### config.mk
export PLATFORM = sky130hd
export DESIGN_NAME = external_memory_port_pins
export DESIGN_NICKNAME = d
export VERILOG_FILES = /design/src/shared/ext_port_pkg.sv /design/src/hdl/external_memory_port_pins.sv
export SDC_FILE = /design/constraint.sdc
export NUM_CORES = 1
export LEC_CHECK = 0
export ABC_AREA = 1
export BUFFER_PORTS_ARGS = -buffer_cell sky130_fd_sc_hd__buf_2
export CAP_MARGIN = 30
export CORE_MARGIN = 2
export CORE_UTILIZATION = 49
export DETAILED_ROUTE_END_ITERATION = 8
export GPL_TIMING_DRIVEN = 0
export PLACE_DENSITY_LB_ADDON = 0.15
export SLEW_MARGIN = 20
export SYNTH_ARGS = -nofsm -noshare
export SYNTH_HDL_FRONTEND = slang
export SYNTH_SLANG_ARGS = --single-unit
### constraint.sdc
create_clock -name i_sys_clk -period 1.85 [get_ports i_sys_clk]
set_input_delay 0.185 -clock i_sys_clk [delete_from_list [all_inputs] [get_ports i_sys_clk]]
set_output_delay 0.185 -clock i_sys_clk [all_outputs]
set_load 0.02 [all_outputs]
### src/shared/ext_port_pkg.sv
// constants and types for the external memory port pin logic
package ext_port_pkg;
   localparam int ADDR_W = 18;
   localparam int DATA_W = 24;
   localparam int ATTR_N = 4;
   localparam int MODE_W = 16;
   localparam int ATTR_PRIORITY_OFF_BIT = 14;
   localparam int WAIT_W = 4;
   localparam logic [ADDR_W-1:0] ADDR_RST = 18'h0_0000;
   localparam logic [DATA_W-1:0] DATA_RST = 24'h00_0000;
   localparam logic [ATTR_N-1:0] ATTR_RST = 4'h0;
   localparam logic [WAIT_W-1:0] WAIT_ZERO = 4'h0;
   localparam logic [WAIT_W-1:0] WAIT_ONE = 4'h1;
   localparam int CLK_MHZ = 50;
   localparam int DRAM_MAX_MHZ = 100;
   typedef enum logic [1:0] {ST_IDLE, ST_ACCESS, ST_HOLD} port_state_t;
endpackage

### src/hdl/external_memory_port_pins.sv
// external memory port pin driver: address, data, attribute/row strobes, read and write
// Operation
// RL1: stop or wait releases mastership and floats all port pins.
// RL2: drive 18-bit address while master, float otherwise.
// RL3: address holds previous value when no external access occurs.
// RL4: drive 24-bit data bus while master for writes, float otherwise.
// RL5: keepers hold last driven data; data input ignored in reset.
// RL6: each attribute line serves as chip select or extra address.
// RL7: by default priority lets only one attribute line assert.
// RL8: priority-off bit 14 of mode register lets all four assert.
// RL9: row strobe mode gives floatable outputs with programmable polarity.
// RL10: row strobe mode only used at 100 MHz or lower.
// RL11: active-low read strobe while master, floated otherwise.
// RL12: active-low write strobe while master, floated otherwise.
// RL13: zero wait-state access ignores transfer acknowledge.
// RL14: per-pin setting selects attribute or row strobe function.
// RL15: memory drives data only while read strobe is asserted.
module external_memory_port_pins
   import ext_port_pkg::*;
(
   // clock and reset
   input wire logic i_sys_clk,
   input wire logic i_arst_n,
   // core access request
   input wire logic i_req,
   input wire logic i_req_write,
   input wire logic [ext_port_pkg::ADDR_W-1:0] i_req_addr,
   input wire logic [ext_port_pkg::DATA_W-1:0] i_req_wdata,
   input wire logic [ext_port_pkg::ATTR_N-1:0] i_req_attr,
   input wire logic [ext_port_pkg::WAIT_W-1:0] i_req_waits,
   output logic o_req_ready,
   output logic o_done,
   output logic [ext_port_pkg::DATA_W-1:0] o_rdata,
   // mode and configuration
   input wire logic i_bus_master,
   input wire logic i_low_power,
   input wire logic [ext_port_pkg::MODE_W-1:0] i_operating_mode_reg,
   input wire logic [ext_port_pkg::ATTR_N-1:0] i_row_strobe_sel,
   input wire logic [ext_port_pkg::ATTR_N-1:0] i_row_strobe_pol,
   // external pins
   output logic [ext_port_pkg::ADDR_W-1:0] o_addr,
   output logic o_addr_oe,
   input wire logic [ext_port_pkg::DATA_W-1:0] i_data,
   output logic [ext_port_pkg::DATA_W-1:0] o_data,
   output logic o_data_oe,
   output logic [ext_port_pkg::ATTR_N-1:0] o_addr_attr_sel,
   output logic o_addr_attr_oe,
   output logic o_rd_n,
   output logic o_rd_oe,
   output logic o_wr_n,
   output logic o_wr_oe,
   input wire logic i_transfer_ack_n
);
   import ext_port_pkg::*;

   if (CLK_MHZ > DRAM_MAX_MHZ || ATTR_PRIORITY_OFF_BIT >= MODE_W) begin : g_cfg_check
      $error("clock too fast for row strobe mode or mode bit out of range"); // see RL10
   end

   // ----------------------------------------------------------------
   // input synchronisers
   // ----------------------------------------------------------------
   logic [DATA_W-1:0] data_s1, data_s2;
   logic ack_s1, ack_s2;
   always_ff @(posedge i_sys_clk or negedge i_arst_n) begin
      if (!i_arst_n) begin
         data_s1 <= DATA_RST; // see RL5
         data_s2 <= DATA_RST;
         ack_s1 <= 1'b1;
         ack_s2 <= 1'b1;
      end else begin
         data_s1 <= i_data;
         data_s2 <= data_s1;
         ack_s1 <= i_transfer_ack_n;
         ack_s2 <= ack_s1;
      end
   end

   // ----------------------------------------------------------------
   // attribute decode
   // ----------------------------------------------------------------
   function automatic logic [ATTR_N-1:0] prio_one(input logic [ATTR_N-1:0] a);
      logic [ATTR_N-1:0] r;
      r = '0;
      for (int k = ATTR_N - 1; k >= 0; k--) begin
         if (a[k]) begin
            r = '0;
            r[k] = 1'b1;
         end
      end
      return r;
   endfunction

   // ----------------------------------------------------------------
   // access sequencer
   // ----------------------------------------------------------------
   port_state_t state, next_state;
   logic [ADDR_W-1:0] addr, next_addr;
   logic [DATA_W-1:0] wdata, next_wdata, rdata, next_rdata;
   logic [ATTR_N-1:0] attr, next_attr;
   logic [WAIT_W-1:0] waits, next_waits;
   logic write, next_write, done, next_done, drive, next_drive;
   logic rd_n, next_rd_n, wr_n, next_wr_n, data_oe, next_data_oe;
   logic active;

   assign active = i_bus_master && !i_low_power; // see RL1

   always_comb begin
      next_state = state;
      next_addr = addr;
      next_wdata = wdata;
      next_rdata = rdata;
      next_attr = attr;
      next_waits = waits;
      next_write = write;
      next_done = 1'b0;
      next_drive = active;
      next_rd_n = 1'b1;
      next_wr_n = 1'b1;
      next_data_oe = 1'b0;
      unique case (state)
         ST_IDLE: begin
            if (active && i_req) begin
               next_state = ST_ACCESS;
               next_addr = i_req_addr; // see RL3
               next_wdata = i_req_write ? i_req_wdata : wdata; // see RL5
               next_write = i_req_write;
               next_waits = i_req_waits;
               if (i_operating_mode_reg[ATTR_PRIORITY_OFF_BIT]) begin
                  next_attr = i_req_attr; // see RL8
               end else begin
                  next_attr = prio_one(i_req_attr); // see RL7
               end
               next_rd_n = i_req_write; // see RL11
               next_wr_n = !i_req_write; // see RL12
               next_data_oe = i_req_write; // see RL4
            end
         end
         ST_ACCESS: begin
            next_rd_n = write;
            next_wr_n = !write;
            next_data_oe = write;
            if (!active) begin
               next_state = ST_IDLE;
               next_attr = ATTR_RST;
               next_rd_n = 1'b1;
               next_wr_n = 1'b1;
               next_data_oe = 1'b0;
            end else if (waits == WAIT_ZERO || (waits == WAIT_ONE && !ack_s2)) begin
               next_state = ST_HOLD; // see RL13
               next_rd_n = 1'b1;
               next_wr_n = 1'b1;
               next_rdata = write ? rdata : data_s2; // see RL15
            end else if (waits != WAIT_ONE) begin
               next_waits = waits - WAIT_ONE;
            end
         end
         ST_HOLD: begin
            next_state = ST_IDLE;
            next_done = 1'b1;
            next_attr = ATTR_RST;
         end
         default: begin
            next_state = ST_IDLE;
         end
      endcase
   end

   always_ff @(posedge i_sys_clk or negedge i_arst_n) begin
      if (!i_arst_n) begin
         state <= ST_IDLE;
         addr <= ADDR_RST;
         wdata <= DATA_RST;
         rdata <= DATA_RST;
         attr <= ATTR_RST;
         waits <= WAIT_ZERO;
         write <= 1'b0;
         done <= 1'b0;
         drive <= 1'b0;
         rd_n <= 1'b1;
         wr_n <= 1'b1;
         data_oe <= 1'b0;
      end else begin
         state <= next_state;
         addr <= next_addr;
         wdata <= next_wdata;
         rdata <= next_rdata;
         attr <= next_attr;
         waits <= next_waits;
         write <= next_write;
         done <= next_done;
         drive <= next_drive;
         rd_n <= next_rd_n;
         wr_n <= next_wr_n;
         data_oe <= next_data_oe;
      end
   end

   // ----------------------------------------------------------------
   // pin outputs
   // ----------------------------------------------------------------
   logic [ATTR_N-1:0] pin_attr, next_pin_attr;
   logic ready, next_ready;
   always_comb begin
      next_pin_attr = ATTR_RST;
      for (int k = 0; k < ATTR_N; k++) begin
         if (i_row_strobe_sel[k]) begin
            next_pin_attr[k] = next_attr[k] ~^ i_row_strobe_pol[k]; // see RL9 see RL14
         end else begin
            next_pin_attr[k] = next_attr[k]; // see RL6 see RL14
         end
      end
      next_ready = (next_state == ST_IDLE) && active;
   end

   always_ff @(posedge i_sys_clk or negedge i_arst_n) begin
      if (!i_arst_n) begin
         pin_attr <= ATTR_RST;
         ready <= 1'b0;
      end else begin
         pin_attr <= next_pin_attr;
         ready <= next_ready;
      end
   end

   assign o_addr = addr; // see RL2
   assign o_addr_oe = drive; // see RL2
   assign o_data = wdata; // see RL5
   assign o_data_oe = data_oe; // see RL4
   assign o_addr_attr_sel = pin_attr;
   assign o_addr_attr_oe = drive; // see RL1
   assign o_rd_n = rd_n;
   assign o_rd_oe = drive; // see RL11
   assign o_wr_n = wr_n;
   assign o_wr_oe = drive; // see RL12
   assign o_done = done;
   assign o_rdata = rdata;
   assign o_req_ready = ready;
endmodule

==> results by group, run 1 <==
Floorplanning
  • Die width: 105 um
  • I/O pins: 184
  • Initial Util: 50.6%
  • Die area: 11000 um2
  • Rows: 36
  • Core Area: 9820 um2
  • Die Y: 105 um

Synthesis
  • Top cells by count, synth: nand2_1 (186), dfrtp_1 (133), nand3_1 (57)
  • Register area share after synthesis: 69.1%
  • Top FF cell, synth: dfrtp_1
  • Fraction of registers with async set or reset after synthesis: 100%
  • Ys Warns: 0
  • Top-count cell post-synth: nand2_1
  • Avg Cell Area, Syn: 10.6 um2
  • Synth top area share: 67.0%
  • Post-Syn Area: 4970 um2
  • Syn Nets: 576
  • Dominant cell type by area after synthesis: dfrtp_1
  • Largest cells by area after synthesis: dfrtp_1 (67%), nand2_1 (14%), nand3_1 (5.7%)
  • Synthesized instance count: 469
  • Register bit total from synthesis: 137
  • Distinct cells, synth: 25
  • EDFF count, synth: 0

Clocking
  • CTS Sinks: 137
  • H-tree levels: 4
  • CTS max path bufs: 2
  • Worst-Skew Late Latency: 0.51 ns
  • Root Buffer Master: clkbuf_8
  • Reg clk slew, reported paths: 0.06 ns
  • TritonCTS clock tree: built
  • CTS Buf Count: 17

GRT
  • Largest net degree at the start of global routing: 99
  • Initial antenna violation count: 0
  • Vias in the first global route: 4419
  • GRT Residual Overflow: 0
  • First-pass GRT wire length: 20.2 mm
  • GR Util All Layers: 23.6%

Cells and area
  • Share of cells above drive strength 1: 31.7%
  • Final net count: 844
  • Fillers: 704
  • Finished Cell Area: 7370 um2
  • Antenna fix cells: 0
  • Layout area overhead: 48.4%
  • Non-filler cells, final: 883

Drt
  • Via count: 4221
  • DRT Pass-1 Iters: 4
  • ANT nets after route: 0
  • WL final: 12.3 mm
  • DRT iter0 DRCs: 182
  • WL/cell: 14.0 um
  • Vias per cell: 4.78
  • Remaining routing DRC violations: 0

Placement
  • IO Port Bufs: 167
  • Placed Cells: 770
  • RD Place Congestion: 0.811
  • Hpwl dp: 7.55 mm
  • Pre-CTS setup slack: 0.0337 ns
  • Placed inst area: 6010 um2

Setup path
  • Crit path kind: flip-flop to flip-flop
  • Required @ worst endpoint: 2.25 ns
  • Crit path launch type: flip-flop
  • Crit path launch: waits[0]
  • Register-to-register setup slack: 0.08 ns
  • R2r endpoint: o_rdata[9]
  • Reg2reg path depth: 10
  • Crit. End Element: flip-flop
  • Crit path arrival time: 2.16 ns
  • Worst-path maximum fanout: 10
  • Worst r2r src: waits[0]

STA
  • Clk_skew: 0.00862 ns
  • Final Setup Violations: 0
  • Final-report max-slew violation count: 0
  • Setup ws final: 0.0847 ns
  • Final period utilization: 95.4%
  • Hold slack: 0.0189 ns
  • Slew HR: 66.8%
  • Final Hold Fails: 0
  • Minimum clock period: 1.77 ns
  • Max Fclk: 566 MHz
  • Slew of the pin with the lowest slew margin: 0.498 ns

Status
  • Status: complete, no violations

Power and ir drop
  • Pwr Density: 1160 nW/um2
  • VDD IR max: 0.000592 V
  • Pleak: 4.06 nW

Hold path
  • Hold endpoint: waits[3]
  • Hold Crit Class: input port to flip-flop
  • Hold path depth: 5
  • Hold path startpoint: i_req_waits[3]

Job
  • Max Cap Violations: 0
[how the worst max path moves through the flow]
stage | endpoint | slack [ns] | cells past startpoint
floorplan | o_rdata[10] | 0.31 | 10
global placement | o_data[19] | -1.19 | 1
detailed placement | o_rdata[9] | 0.03 | 10
CTS | o_rdata[9] | 0.0002 | 10
global route | o_rdata[3] | -0.02 | 10
finish | o_rdata[9] | 0.08 | 10
[registers in the layout (all words and copies together), names as in the netlist, 2 cells and up]
name,cells
data_s2,24
data_s1,24
waits,4
attr,4
o_addr_attr_sel,4
o_rdata,24
o_data,24
o_addr,18
state,2
[power by group]
group          internal, mW  switching [mW]
Combinational         0.654            1.13
Sequential             3.44           0.224
Clock                  1.82            1.26
Total                  5.92            2.61
[routing by layer]
layer | vias up | GRT usage (%) | routed length, um
li1 | 2004 | - | -
met1 | 2049 | 27.7 | 4880
met2 | 144 | 41.2 | 6500
met3 | 24 | 6.11 | 680
met4 | 0 | 9.90 | 260
met5 | - | 0 | 0
[repair_timing]
item / CTS / global route
endpoints found under the hold margin: 214 / 0
hold buffers: 79 / 0
gates resized for setup: 0 / 2
buffers inserted: 0 / 2
endpoints found under the setup margin: 0 / 20
[critical path: stages (launching register included)]
cell	delay, ns
dfrtp_1	0.41
inv_1	0.09
ha_1	0.19
inv_1	0.07
a21oi_2	0.23
inv_2	0.10
nor2_8	0.18
nand2_4	0.10
buf_6	0.16
nand2_1	0.07
nand2_1	0.06
[cell families (layout without fill, tap and decap cells)]
logic type / after synthesis / in the layout / share of synthesized area [%]
XOR/XNOR: 1 / 1 / 0.176
multiplexers: 1 / 1 / 0.202
adder cells (fa/ha/maj): 2 / 2 / 0.504
AND/OR/NAND/NOR: 265 / 265 / 23.2
AO/OA/AOI/OAI: 13 / 13 / 1.36
flip-flops: 137 / 137 / 69.1
buffers and inverters: 50 / 331 / 5.39
[area by class of cell]
| cell class | count | area [um2] | share of cell area, % |
|---|---|---|---|
| sequential | 137 | 3430 | 46.6 |
| timing repair buffer | 249 | 1680 | 22.8 |
| multi-input combinational | 282 | 1270 | 17.2 |
| clock buffer | 18 | 428 | 5.81 |
| tap | 133 | 166 | 2.26 |
| buffer | 21 | 159 | 2.16 |
| clock inverter | 14 | 125 | 1.70 |
| inverter | 29 | 109 | 1.48 |
[placed cells by master (no fill, tap or decap), drive strengths merged, types with 3 or more instances in the layout]
master         n
dfstp          4
nand2        191
nor2          12
clkinv        10
clkinvlp       3
clkbuf        23
inv           29
o21ai         10
buf          186
nand3         60
dlygate4sd3   79
dfrtp        133
[stage by stage]
stage,utilization (%),power (mW),TNS (ns)
after floorplan,-,4.65,0
after detailed placement,61.2,5.33,0
after CTS,74.9,8.55,0
after global routing,75.1,8.95,-0.0366
final,75.1,8.53,0
after global placement,60.8,5.26,-158.81
No activity file was read; power rests on OpenSTA's default activity.
==> run 2, diff against run 1 <==
Settings changed: CORE_ASPECT_RATIO set to 0.75.
==> results by group, run 2 (synthesized netlist as in run 1, its figures left out) <==
Status
  • Status: complete, no violations

STA
  • RSZ-0062 raised after global routing: no
  • Final period utilization: 92.1%
  • Max Fclk: 587 MHz
  • Final Hold Fails: 0
  • Clk_skew: 0.00612 ns
  • Setup TNS: 0 ns
  • Hold slack: 0.0109 ns
  • Final Setup Violations: 0
  • Final-report max-slew violation count: 0
  • Slew of the pin with the lowest slew margin: 0.467 ns
  • Minimum clock period: 1.70 ns
  • Slew HR: 68.9%

Cells and area
  • Share of cells above drive strength 1: 32.7%
  • Multi-input logic area: 1270 um2
  • Reg area: 3430 um2
  • Antenna fix cells: 0
  • Final net count: 817
  • Fillers: 739
  • Non-filler cells, final: 854
  • Most frequent cells in the layout: nand2_1 (186), buf_2 (170), dfrtp_1 (133)
  • Layout area overhead: 44.1%
  • Commonest non-fill, non-tap cell in the layout: nand2_1

Setup path
  • Worst-path maximum fanout: 10
  • Crit path arrival time: 1.99 ns
  • Register-to-register setup slack: 0.15 ns
  • Crit path kind: flip-flop to flip-flop
  • Required @ worst endpoint: 2.14 ns
  • Crit path launch type: flip-flop
  • Crit. End Element: flip-flop

Placement
  • RD Place Congestion: 0.774
  • Placed Cells: 769
  • IO Port Bufs: 167
  • Hpwl dp: 7.52 mm

Hold path
  • Hold Crit Class: input port to flip-flop

GRT
  • Largest net degree at the start of global routing: 92
  • GR Util All Layers: 22.8%
  • Initial antenna violation count: 0
  • First-pass GRT wire length: 19.0 mm
  • GRT Residual Overflow: 0
  • Vias in the first global route: 3962

Drt
  • Remaining routing DRC violations: 0
  • Vias per cell: 4.71
  • WL final: 11.7 mm
  • ANT nets after route: 0
  • Via count: 4020
  • DRT iter0 DRCs: 282
  • WL/cell: 13.6 um
  • DRT Pass-1 Iters: 4

Power and ir drop
  • VDD IR max: 0.000778 V
  • Pleak: 3.97 nW
  • Pwr Density: 1240 nW/um2
  • Tot Pwr: 8.86 mW

Floorplanning
  • Initial Util: 50.8%
  • Die area: 11000 um2
  • Die width: 120 um
  • Rows: 31
  • Die Y: 91.2 um
  • Core Area: 9770 um2
  • I/O pins: 184

Job
  • Max Cap Violations: 0

Clocking
  • TritonCTS clock tree: built
  • H-tree levels: 4
  • Root Buffer Master: clkbuf_16
  • Reg clk slew, reported paths: 0.06 ns
  • CTS max path bufs: 2
  • CTS Buf Count: 17
  • CTS Sinks: 137
  • Worst-Skew Late Latency: 0.41 ns
-- run 2: cell count changes in the layout (fill, tap and decap cells not counted), moves of 2 or more --
cell,previous run,this run
bufinv_16,1,3
inv_6,1,3
clkinv_2,4,0
dlygate4sd3_1,79,53
-- run 2: per-layer routing --
metal | GRT usage, % | vias up | share of wire, %
met2 | 35.8 | 138 | 48
met4 | 9.01 | 0 | 2.1
met3 | 8.17 | 22 | 6.8
li1 | - | 1943 | -
met5 | 0 | - | 0
met1 | 29.1 | 1917 | 43
-- run 2: through the flow --
step	util, %	worst slack [ns]	area [um2]
5_1_grt	73.2	0.0134	7160
3_5_place_dp	61.4	0.0494	6010
3_3_place_gp	61.1	-1.19	5970
6_report	73.2	0.147	7160
2_1_floorplan	-	0.309	4970
4_1_cts	73.1	0.00834	7150
-- run 2: where the power goes --
group	switching (mW)	internal, mW
Sequential	0.230	3.44
Combinational	1.11	0.617
Clock	1.29	2.17
-- run 2: worst max-delay path, stage by stage (launching register included) --
cell and delay, ns:
dfrtp_1 0.42, inv_1 0.10, ha_1 0.18, inv_1 0.06
a21oi_2 0.20, inv_2 0.09, nor2_8 0.16, nand2_4 0.09
buf_6 0.15, nand2_1 0.06, nand2_1 0.07
-- run 2: worst paths after layout --
check                           startpoint           to  cells past startpoint
setup / recovery                  waits[0]  o_rdata[19]                     10
hold / removal             i_req_wdata[12]   o_data[12]                      3
setup reg to reg                  waits[0]  o_rdata[19]                     10
hold reg to reg                data_s1[14]  data_s2[14]                      0
max in group asynchronous         i_arst_n       o_rd_n                      3
min in group asynchronous         i_arst_n  data_s2[18]                      2
-- run 2: final cells by class --
type,count,share of cell area [%]
flip-flops and latches,137,48.0
repair buffers,222,19.7
multi-input cells,282,17.8
clock buffers,19,6.19
clock inverters,12,2.32
well taps,132,2.31
plain buffers,21,2.22
inverters,29,1.52
-- run 2: repair_timing --
item / 4_1_cts / 5_1_grt
setup endpoints to repair: 0 / 20
gates resized for setup: 0 / 3
buffers inserted: 0 / 1
hold buffers: 53 / 0
hold endpoints to repair: 98 / 0
